File: src/shared/dac_host_pkg.sv
// Constants for the serial host that drives a 32-channel output converter.
// Assumes a single 250 MHz system clock and a plain register port of its own.
package dac_host_pkg;

	// Own register port map (byte addresses)
	localparam int ADDR_W = 8;
	localparam int DATA_W = 32;
	localparam logic [ADDR_W-1:0] REG_GO = 8'h00;
	localparam logic [ADDR_W-1:0] REG_FRAME = 8'h04;
	localparam logic [ADDR_W-1:0] REG_STATUS = 8'h08;
	localparam logic [ADDR_W-1:0] REG_RDATA = 8'h0C;

	// Go register bits
	localparam int GO_WRITE_BIT = 0;
	localparam int GO_READ_BIT = 1;

	// Status register bits
	localparam int ST_BUSY = 0;
	localparam int ST_GAP = 1;
	localparam int ST_OVERTEMP = 2;
	localparam int ST_REJECT = 3;

	// Serial frame layout
	localparam int FRAME_BITS = 24;
	localparam int FRAME_MSB = 23;
	localparam int MODE_HI = 23;
	localparam int MODE_LO = 22;
	localparam int ADDR_HI = 21;
	localparam int ADDR_LO = 16;
	localparam int NARROW_PAD_BITS = 2;
	localparam int OVERTEMP_BIT = 4;
	localparam logic [1:0] MODE_SPECIAL = 2'h0;
	localparam logic [23:0] FRAME_NOP = 24'h00_0000;
	localparam logic [23:0] NARROW_MASK = 24'hFF_FFFC;

	// Channel counts per address class
	localparam logic [5:0] CH_ALL = 6'h20;
	localparam logic [5:0] CH_GROUP = 6'h08;
	localparam logic [5:0] CH_FOUR = 6'h04;
	localparam logic [5:0] CH_THREE = 6'h03;
	localparam logic [5:0] CH_ONE = 6'h01;
	localparam logic [2:0] ADDR_CLASS_ALL = 3'h0;
	localparam logic [2:0] ADDR_CLASS_G0123 = 3'h6;
	localparam logic [2:0] ADDR_CLASS_G123 = 3'h7;
	localparam logic [2:0] GROUP_SEL_LAST = 3'h4;

	// Timing
	localparam int SYS_PERIOD_PS = 4000;
	localparam int WR_SCLK_MAX_MHZ = 50;
	localparam int RD_SCLK_MAX_MHZ = 20;
	localparam int CHAN_CALC_NS = 600;
	localparam int WR_HALF_CYCLES =
		(1_000_000 / (2 * WR_SCLK_MAX_MHZ) + SYS_PERIOD_PS - 1) / SYS_PERIOD_PS;
	localparam int RD_HALF_CYCLES =
		(1_000_000 / (2 * RD_SCLK_MAX_MHZ) + SYS_PERIOD_PS - 1) / SYS_PERIOD_PS;
	localparam int CHAN_CALC_CYCLES =
		(CHAN_CALC_NS * 1000 + SYS_PERIOD_PS - 1) / SYS_PERIOD_PS;
	localparam int HALF_W = 4;
	localparam int GAP_W = 13;

	typedef enum logic [2:0] {
		IDLE,
		SETUP,
		LOW,
		HIGH,
		TAIL,
		HOLD
	} link_state_e;

endpackage

File: src/hdl/sclk_tick_gen.sv
// Half-period tick generator for the serial clock.
// Assumes run stays high for a whole operation and halfCycles is steady meanwhile.
module sclk_tick_gen
	import dac_host_pkg::*;
#(
	parameter int CNT_W = HALF_W
) (
	input wire logic sys_clk,
	input wire logic reset_n,
	input wire logic run,
	input wire logic [CNT_W-1:0] halfCycles,
	output logic tick
);

	typedef struct packed {
		logic [CNT_W-1:0] cnt;
		logic tick;
	} div_s;

	div_s q;
	div_s d;

	always_comb begin
		d = q;
		d.tick = 1'b0;
		if (!run) begin
			d.cnt = '0;
		end else if (q.cnt == halfCycles - 1'b1) begin
			d.cnt = '0;
			d.tick = 1'b1;
		end else begin
			d.cnt = q.cnt + 1'b1;
		end
	end

	always_ff @(posedge sys_clk or negedge reset_n) begin
		if (!reset_n) begin
			q <= '0;
		end else begin
			q <= d;
		end
	end

	assign tick = q.tick;

endmodule

File: src/hdl/dac_serial_host.sv
// Serial host that sends 24-bit frames to a 32-channel output converter.
// Assumes the converter samples on falling serial-clock edges and that
// software drives the plain register port on the same clock.
//
// Contract
// - Host keeps serial clock within 50 MHz writes, 20 MHz reads.
// - Frames are 24 bits: mode, six address bits, then data.
// - Narrow variant: two lowest frame bits are zero both ways.
// - Host opens with sync falling, gives 24 falls, then raises sync.
// - No more than 24 falling edges within one frame.
// - With exactly 24 pulses, sync may rise any time afterwards.
// - Commit on sync rising; each new transfer needs sync low again.
// - Read: send mode 00 request, data returns during next transfer.
// - Next write completes no sooner than 600 ns after a write.
// - Multi-channel writes need 600 ns per addressed channel.
//
// Local design decisions: the placing of the registers and the address-and-strobe port.
module dac_serial_host
	import dac_host_pkg::*;
#(
	parameter bit NARROW = 1'b0,
	parameter int GAP_PER_CHAN = CHAN_CALC_CYCLES
) (
	input wire logic sys_clk,
	input wire logic reset_n,
	input wire logic [ADDR_W-1:0] regAddr,
	input wire logic [DATA_W-1:0] regWrData,
	input wire logic regWrite,
	input wire logic regRead,
	output logic [DATA_W-1:0] regRdData,
	output logic serialClk,
	output logic frameSyncN,
	output logic serialIn,
	input wire logic serialOut
);

	typedef struct packed {
		link_state_e st;
		logic sclk;
		logic syncN;
		logic serial_in;
		logic [4:0] bitCnt;
		logic [23:0] tx;
		logic [23:0] rx;
		logic [23:0] frameWord;
		logic [23:0] rdWord;
		logic readOp;
		logic phase2;
		logic calcWrite;
		logic [5:0] chans;
		logic rejected;
		logic [GAP_W-1:0] gap;
		logic sdoMeta;
		logic sdoSync;
		logic [DATA_W-1:0] rdData;
	} host_s;

	host_s q;
	host_s d;
	logic tick;
	logic goHit;

	// Channels touched by one data write, per address class
	function automatic logic [5:0] chanCount(input logic [5:0] a);
		logic [2:0] cls;
		cls = a[5:3];
		if (a == '0) begin
			chanCount = CH_ALL;
		end else if (cls == ADDR_CLASS_ALL) begin
			chanCount = (a[2:0] <= GROUP_SEL_LAST) ? CH_GROUP : CH_ONE;
		end else if (cls == ADDR_CLASS_G0123) begin
			chanCount = CH_FOUR;
		end else if (cls == ADDR_CLASS_G123) begin
			chanCount = CH_THREE;
		end else begin
			chanCount = CH_ONE;
		end
	endfunction

	function automatic logic [GAP_W-1:0] gapFor(input logic [5:0] n);
		gapFor = GAP_W'(32'(n) * GAP_PER_CHAN);
	endfunction

	sclk_tick_gen #(
		.CNT_W(HALF_W)
	) u_tick (
		.sys_clk(sys_clk),
		.reset_n(reset_n),
		.run(q.st != IDLE),
		.halfCycles(q.readOp ? HALF_W'(RD_HALF_CYCLES) : HALF_W'(WR_HALF_CYCLES)),
		.tick(tick)
	);

	assign goHit = regWrite && (regAddr == REG_GO)
		&& (regWrData[GO_WRITE_BIT] || regWrData[GO_READ_BIT]);

	always_comb begin
		d = q;
		d.sdoMeta = serialOut;
		d.sdoSync = q.sdoMeta;
		d.rdData = '0;
		if (q.gap != '0) begin
			d.gap = q.gap - 1'b1;
		end
		if (regRead) begin
			case (regAddr)
				REG_FRAME: d.rdData = DATA_W'(q.frameWord);
				REG_RDATA: d.rdData = DATA_W'(q.rdWord);
				REG_STATUS: begin
					d.rdData[ST_BUSY] = (q.st != IDLE);
					d.rdData[ST_GAP] = (q.gap != '0);
					d.rdData[ST_OVERTEMP] = q.rdWord[OVERTEMP_BIT];
					d.rdData[ST_REJECT] = q.rejected;
				end
				default: d.rdData = '0;
			endcase
		end
		if (regWrite && regAddr == REG_FRAME) begin
			d.frameWord = NARROW ? (regWrData[23:0] & NARROW_MASK) : regWrData[23:0];
		end
		if (regWrite && regAddr == REG_STATUS && regWrData[ST_REJECT]) begin
			d.rejected = 1'b0;
		end
		case (q.st)
			IDLE: begin
				d.sclk = 1'b1;
				d.syncN = 1'b1;
				if (goHit && q.gap == '0) begin
					d.st = SETUP;
					d.syncN = 1'b0;
					d.tx = q.frameWord;
					d.serial_in = q.frameWord[FRAME_MSB];
					d.bitCnt = '0;
					d.readOp = regWrData[GO_READ_BIT] && !regWrData[GO_WRITE_BIT];
					d.phase2 = 1'b0;
					d.calcWrite = (q.frameWord[MODE_HI:MODE_LO] != MODE_SPECIAL);
					d.chans = chanCount(q.frameWord[ADDR_HI:ADDR_LO]);
				end else if (goHit) begin
					d.rejected = 1'b1;
				end
			end
			SETUP, HIGH: begin
				if (tick) begin
					d.sclk = 1'b0;
					d.bitCnt = q.bitCnt + 1'b1;
					d.tx = {q.tx[FRAME_MSB-1:0], 1'b0};
					d.rx = {q.rx[FRAME_MSB-1:0], q.sdoSync};
					d.st = LOW;
				end
			end
			LOW: begin
				if (tick) begin
					d.sclk = 1'b1;
					if (q.bitCnt == 5'(FRAME_BITS)) begin
						d.st = TAIL;
					end else begin
						d.serial_in = q.tx[FRAME_MSB];
						d.st = HIGH;
					end
				end
			end
			TAIL: begin
				if (tick) begin
					d.syncN = 1'b1;
					d.serial_in = 1'b0;
					d.st = HOLD;
					if (q.calcWrite) begin
						d.gap = gapFor(q.chans);
					end
				end
			end
			HOLD: begin
				if (tick) begin
					if (q.readOp && !q.phase2) begin
						d.phase2 = 1'b1;
						d.tx = FRAME_NOP;
						d.calcWrite = 1'b0;
						d.syncN = 1'b0;
						d.serial_in = 1'b0;
						d.bitCnt = '0;
						d.st = SETUP;
					end else begin
						d.st = IDLE;
						if (q.readOp) begin
							d.rdWord = NARROW ? (q.rx & NARROW_MASK) : q.rx;
						end
					end
				end
			end
			default: d.st = IDLE;
		endcase
		if (goHit && q.st != IDLE) begin
			d.rejected = 1'b1;
		end
	end

	always_ff @(posedge sys_clk or negedge reset_n) begin
		if (!reset_n) begin
			q <= '0;
			q.st <= IDLE;
			q.sclk <= 1'b1;
			q.syncN <= 1'b1;
		end else begin
			q <= d;
		end
	end

	assign regRdData = q.rdData;
	assign serialClk = q.sclk;
	assign frameSyncN = q.syncN;
	assign serialIn = q.serial_in;
endmodule

File: config.mk
export PLATFORM = sky130hd
export DESIGN_NAME = dac_serial_host
export DESIGN_NICKNAME = d
export VERILOG_FILES = /design/src/shared/dac_host_pkg.sv /design/src/hdl/sclk_tick_gen.sv /design/src/hdl/dac_serial_host.sv
export SDC_FILE = /design/constraint.sdc
export NUM_CORES = 1
export LEC_CHECK = 0
export BUFFER_PORTS_ARGS = -buffer_cell sky130_fd_sc_hd__buf_2
export CORE_MARGIN = 2
export CORE_UTILIZATION = 58
export CTS_CLUSTER_DIAMETER = 150
export DETAILED_ROUTE_END_ITERATION = 8
export PLACE_DENSITY = 0.82
export SYNTH_ARGS = -nofsm -noshare
export SYNTH_HDL_FRONTEND = slang
export SYNTH_SLANG_ARGS = --single-unit
File: constraint.sdc
create_clock -name sys_clk -period 8.5 [get_ports sys_clk]
set_input_delay 0.85 -clock sys_clk [delete_from_list [all_inputs] [get_ports sys_clk]]
set_output_delay 0.85 -clock sys_clk [all_outputs]
set_load 0.01 [all_outputs]
==> flow_summary.ini, run 1 <==
[route]
postRouteAntennaNets = 0
vias = 5279
drc = 0
dr.pass1.iters = 5
wl_met3_um = 730
dr_wl_met2_mm = 7.79
drt-initial-drc-count = 444
viasPerCell = 5.75
drt-met1-wl_mm = 6.63
routed.top_layer = met4
routedWlPerCell_um = 16.8
routed_wl_mm = 15.4

[cts]
cts-root-buf = clkbuf_16
cts_tree = done
post_cts_resize_count = 0
cts_hold_buf = 0
cts_sinks = 160
clk_latency_ns = 0.42
cts_made_buffers = 17
cts_setup_buffers = 0
path_clk_slew_ns = 0.07
clockBufferDepth = 2
h-tree-depth = 4

[job]
max-cap-violations = 0

[sta]
layout_min_cycle_time_ns = 3.92
relSlewSlack = 0.173
holdWs_ns = 0.349
worst_pin_slew_ns = 1.24
setup_slack_ns = 4.58
fin_crit_sh = 0.461
fmax_mhz = 255
rsz0062_at_grt = false
setup_violations = 0
hold_viol = 0
skew_ns = 0.00929
final_max_slew_viol_count = 0
fin_tns_setup_ns = 0

[die]
die_h_um = 118
num_rows = 41
core_um2 = 12700
start_util = 0.597
ios = 80
fp.dieArea_um2 = 14000
die_w_um = 118

[final_layout]
drive_above_1_share = 0.223
area_growth_pct = 11.3
postLayoutCoreUtil = 0.665
stdcell_area_um2 = 8420
layout.nets = 808
nFillCells = 955
antennaDiodeCount = 0
finalNonFillerCells = 918

[yosys]
ys_async_sr_fraction = 1.00
ys_ff_latch = 160
ys_top_cells_by_count = dfrtp_1, nand2_1, mux2_2
syn-cell-area_um2 = 7570
seq_area_frac_synth = 0.529
synth-main-ff-cell = dfrtp_1
netlist.area_leader.share = 0.522
yosys_warnings = 0
synth_cell_types = 57
synth_area_leaders = dfrtp_1, mux2_2, a22oi_1
synth.most_common_cell = dfrtp_1
avgSynthCellArea_um2 = 10.8
synth_edf_count = 0
syn_inst = 704
yosysTopAreaCell = dfrtp_1

[power_and_ir_drop]
powerDensity_nw_per_um2 = 201
finalPower_mw = 1.69
vdd_drop_max_mv = 0.153
cellLeakagePower_nw = 4.20

[worst_hold_path]
min-delay-start = d[32]
min_path_type = register to register

[worst_setup_path]
startpoint = regAddr[5]
required_ns = 8.80
path_class = primary input to register
slowest_stage = nand2_1
critical_path_arrival_ns = 4.22
reg2reg_from = q[34]
startpoint_type = primary input
slowest_delay_ns = 0.98
crit_path_cell_trace = buf_2 > or4_1 > nor3_1 > and3b_1 > nand2_1 > mux2_2
critical_path.top_delay_family = simple AND/OR/NAND/NOR gates
worstSetupEndpointType = register
cp_max_fo = 24
critPathBufInv = 1

[status]
outcome = finished, final reports clean

[placed_design]
dp_slack_ns = 4.22
post-dp-hpwl_mm = 9.89
routabilityCongestion = 0.825
placed_cell_area_um2 = 7800
io_buffers = 63
placed_cells = 886

[global_routing]
grt_max_degree = 89
grt-ovfl-total = 0
antenna_found_initial = 0
track_usage = 0.233
grt_pass1_wl_mm = 26.1
grt_pass1_vias = 5411
[path summary, 6_finish.rpt]
check                      depth (start not counted)       endpoint  slack, ns
min reg2reg                                        0          q[32]       0.35
min in group asynchronous                          1   regRdData[0]       0.44
min                                                0          q[32]       0.35
max                                                6         q[103]       4.58
max in group asynchronous                          2  regRdData[17]       6.52
max reg2reg                                        8       serialIn       5.27
[state kept, by name (all words and copies together), names as in the netlist]
signal / flops
serialClk: 1
regRdData: 24
frameSyncN: 1
serialIn: 1
u_tick.tick: 1
u_tick.q: 4
q: 127
d: 1
[cells by family (layout without fill, tap and decap cells)]
logic type      Yosys count  after routing  share of synthesized area
flops                   160            160                      0.529
compound gates          135            135                      0.116
fa+ha+maj                30             30                     0.0516
buf+inv                 103            138                     0.0698
mux                      57             57                     0.0845
xor+xnor                 17             17                     0.0197
simple gates            201            201                      0.129
other cells               1              8                   0.000495
[cell usage in the layout, fill, tap and decap left out, types with 11 or more instances in the layout]
master and count:
a22oi_1 47, ha_1 28, nand3_1 11, dfrtp_1 158, nand2_1 94, clkbuf_16 17, mux2_2 54, a21oi_1 13
inv_1 38, nor2_1 30, nor2b_1 23, o21ai_1 30, buf_2 62, o21ai_0 15
[area by class of cell]
cell class                      instances  area [um^2]  area share
Timing Repair Buffer                   68          359      0.0426
Sequential cell                       160         4010       0.476
Clock buffer                           18          439      0.0521
Clock inverter                         14          181      0.0215
Inverter                               38          143      0.0169
Tap cell                              172          215      0.0256
Multi-Input combinational cell        448         3080       0.365
[per-layer routing]
layer  GRT usage  vias to the layer above
li1            -                     2460
met1       0.297                     2637
met2       0.393                      159
met3      0.0516                       23
met4      0.0791                        0
met5           0                        -
[report_power, final]
part	total, mW	internal (mW)	switching, mW
combinational	0.106	0.0434	0.0627
clock	0.789	0.474	0.315
sequential	0.795	0.779	0.0161
total	1.69	1.30	0.394
No activity file was read; power rests on OpenSTA's default activity.
==> run 2: changes to the inputs <==
Settings changed: CORE_UTILIZATION 58 to 53, PLACE_DENSITY 0.82 to 0.79.
Clock period 8.5 ns to 3.3 ns, I/O delays scaled along.
==> run 2 against run 1 <==
  * Total power grew to 2.5 times the previous value
  * Clock-buffer cell count is 1 lower
  * Global-route usage is 1.3 points lower
  * Final cell count is 2.3% higher
  * Via count is 0.53% higher
  * Hold slack worse by 0.22 ns
  * Critical path type is now register to register
==> flow_summary.ini, run 2 (synthesis results as in run 1) <==
[worst_hold_path]
min_path_type = primary input to register
whs_path_depth = 2

[global_routing]
grt_use_met3 = 0.0577
use_met2 = 0.373
antenna_found_initial = 0
grt.busiest_layer = met2
grt_pass1_wl_mm = 25.7
use_met1 = 0.278
grt-ovfl-total = 0
grt_max_degree = 83
track_usage = 0.219
grt_pass1_vias = 5343

[cts]
cts_tree = done
cts-root-buf = clkbuf_16
cts_sinks = 160
cts_made_buffers = 17
clk_latency_ns = 0.43
h-tree-depth = 4
clockBufferDepth = 2
path_clk_slew_ns = 0.07

[die]
fp.dieArea_um2 = 15300
die_w_um = 124
core_um2 = 13900
ios = 80
start_util = 0.543
num_rows = 43
die_h_um = 124

[final_layout]
area_growth_pct = 12.4
layout_commonest_cell = dfrtp_1
final_cell_mix = dfrtp_1, nand2_1, buf_2
drive_above_1_share = 0.235
antennaDiodeCount = 0
finalNonFillerCells = 939
layout.nets = 821
largest_reg_flops = 127
top_register = q

[sta]
skew_ns = 0.00926
fin_tns_setup_ns = 0
final_max_slew_viol_count = 0
rsz0062_at_grt = false
fmax_mhz = 323
hold_viol = 0
layout_min_cycle_time_ns = 3.09
worst_pin_slew_ns = 0.737
relSlewSlack = 0.509
setup_violations = 0
fin_crit_sh = 0.937

[job]
max-cap-violations = 0

[worst_setup_path]
crit_path_cell_trace = ha_1 > ha_1 > ha_1 > ha_1 > fa_1 > a211oi_2 > o21ai_0 > a21oi_1 > mux2_2 > nand2_1
critPathBufInv = 0
worstSetupEndpointType = register
cp_max_fo = 5
slowest_stage = dfrtp_1
critical_path_arrival_ns = 3.47
required_ns = 3.67
cp_num_cells = 10
path_class = register to register
startpoint_type = register
slowest_delay_ns = 0.45
path_common_cell = ha_1
r2r_cells = 10
critical_path.top_delay_family = adder cells

[status]
outcome = finished, final reports clean

[power_and_ir_drop]
powerDensity_nw_per_um2 = 499
vdd_drop_max_mv = 0.426
cellLeakagePower_nw = 4.26

[route]
routed_wl_mm = 15.6
routedWlPerCell_um = 16.6
drt-initial-drc-count = 453
viasPerCell = 5.65
postRouteAntennaNets = 0
drc = 0
vias = 5307
dr.pass1.iters = 4

[placed_design]
routabilityCongestion = 0.815
placed_cells = 905
io_buffers = 63
post-dp-hpwl_mm = 10.4
[run 2: where the power goes]
| part | switching (mW) | internal, mW | leakage (nW) |
|---|---|---|---|
| Clock | 0.848 | 1.06 | 0.281 |
| Combinational | 0.166 | 0.118 | 1.92 |
| Sequential | 0.0421 | 2.01 | 2.06 |
[run 2: path summary, 6_finish.rpt]
check,start,to,slack (ns)
min reg2reg,d[32],q[32],0.36
min in group asynchronous,reset_n,q[161],0.52
max,q[48],q[46],0.21
min,regWrData[2],q[83],0.13
max reg2reg,q[48],q[46],0.21
max in group asynchronous,reset_n,q[72],1.92
[run 2: worst reg2reg max path: stages, from the launching register on]
cell	delay, ns
dfrtp_1	0.45
ha_1	0.33
ha_1	0.29
ha_1	0.28
ha_1	0.24
fa_1	0.44
a211oi_2	0.28
o21ai_0	0.14
a21oi_1	0.19
mux2_2	0.35
nand2_1	0.06
[run 2: repair_timing]
action | 4_1_cts | 5_1_grt
hold buffers | 2 | 0
setup endpoints to repair | 0 | 2
buffers inserted | 0 | 0
gates resized for setup | 0 | 1
hold endpoints to repair | 78 | 0
[run 2: layout make-up]
type	count	area, um^2
flip-flops and latches	160	4010
repair buffers	81	474
inverters	38	143
fillers	1070	5430
clock buffers	17	425
multi-input cells	448	3080
well taps	180	225
clock inverters	15	150
[run 2: metal layers]
metal / part of all wire / routed length (um)
met5: 0 / 0
met1: 0.43 / 6750
met3: 0.046 / 724
met4: 0.011 / 171
met2: 0.51 / 7930
[run 2: per-stage QoR]
step	power, mW	setup WS, ns	utilization	area [um^2]	hold slack [ns]
after floorplan	2.25	0.449	-	7600	0.0344
after global placement	2.34	0.283	0.567	7910	0.332
after detailed placement	2.36	0.203	0.567	7910	0.355
after CTS	4.28	0.133	0.610	8500	0.120
after global routing	4.42	0.0272	0.610	8510	0.116
final	4.24	0.208	0.610	8510	0.128
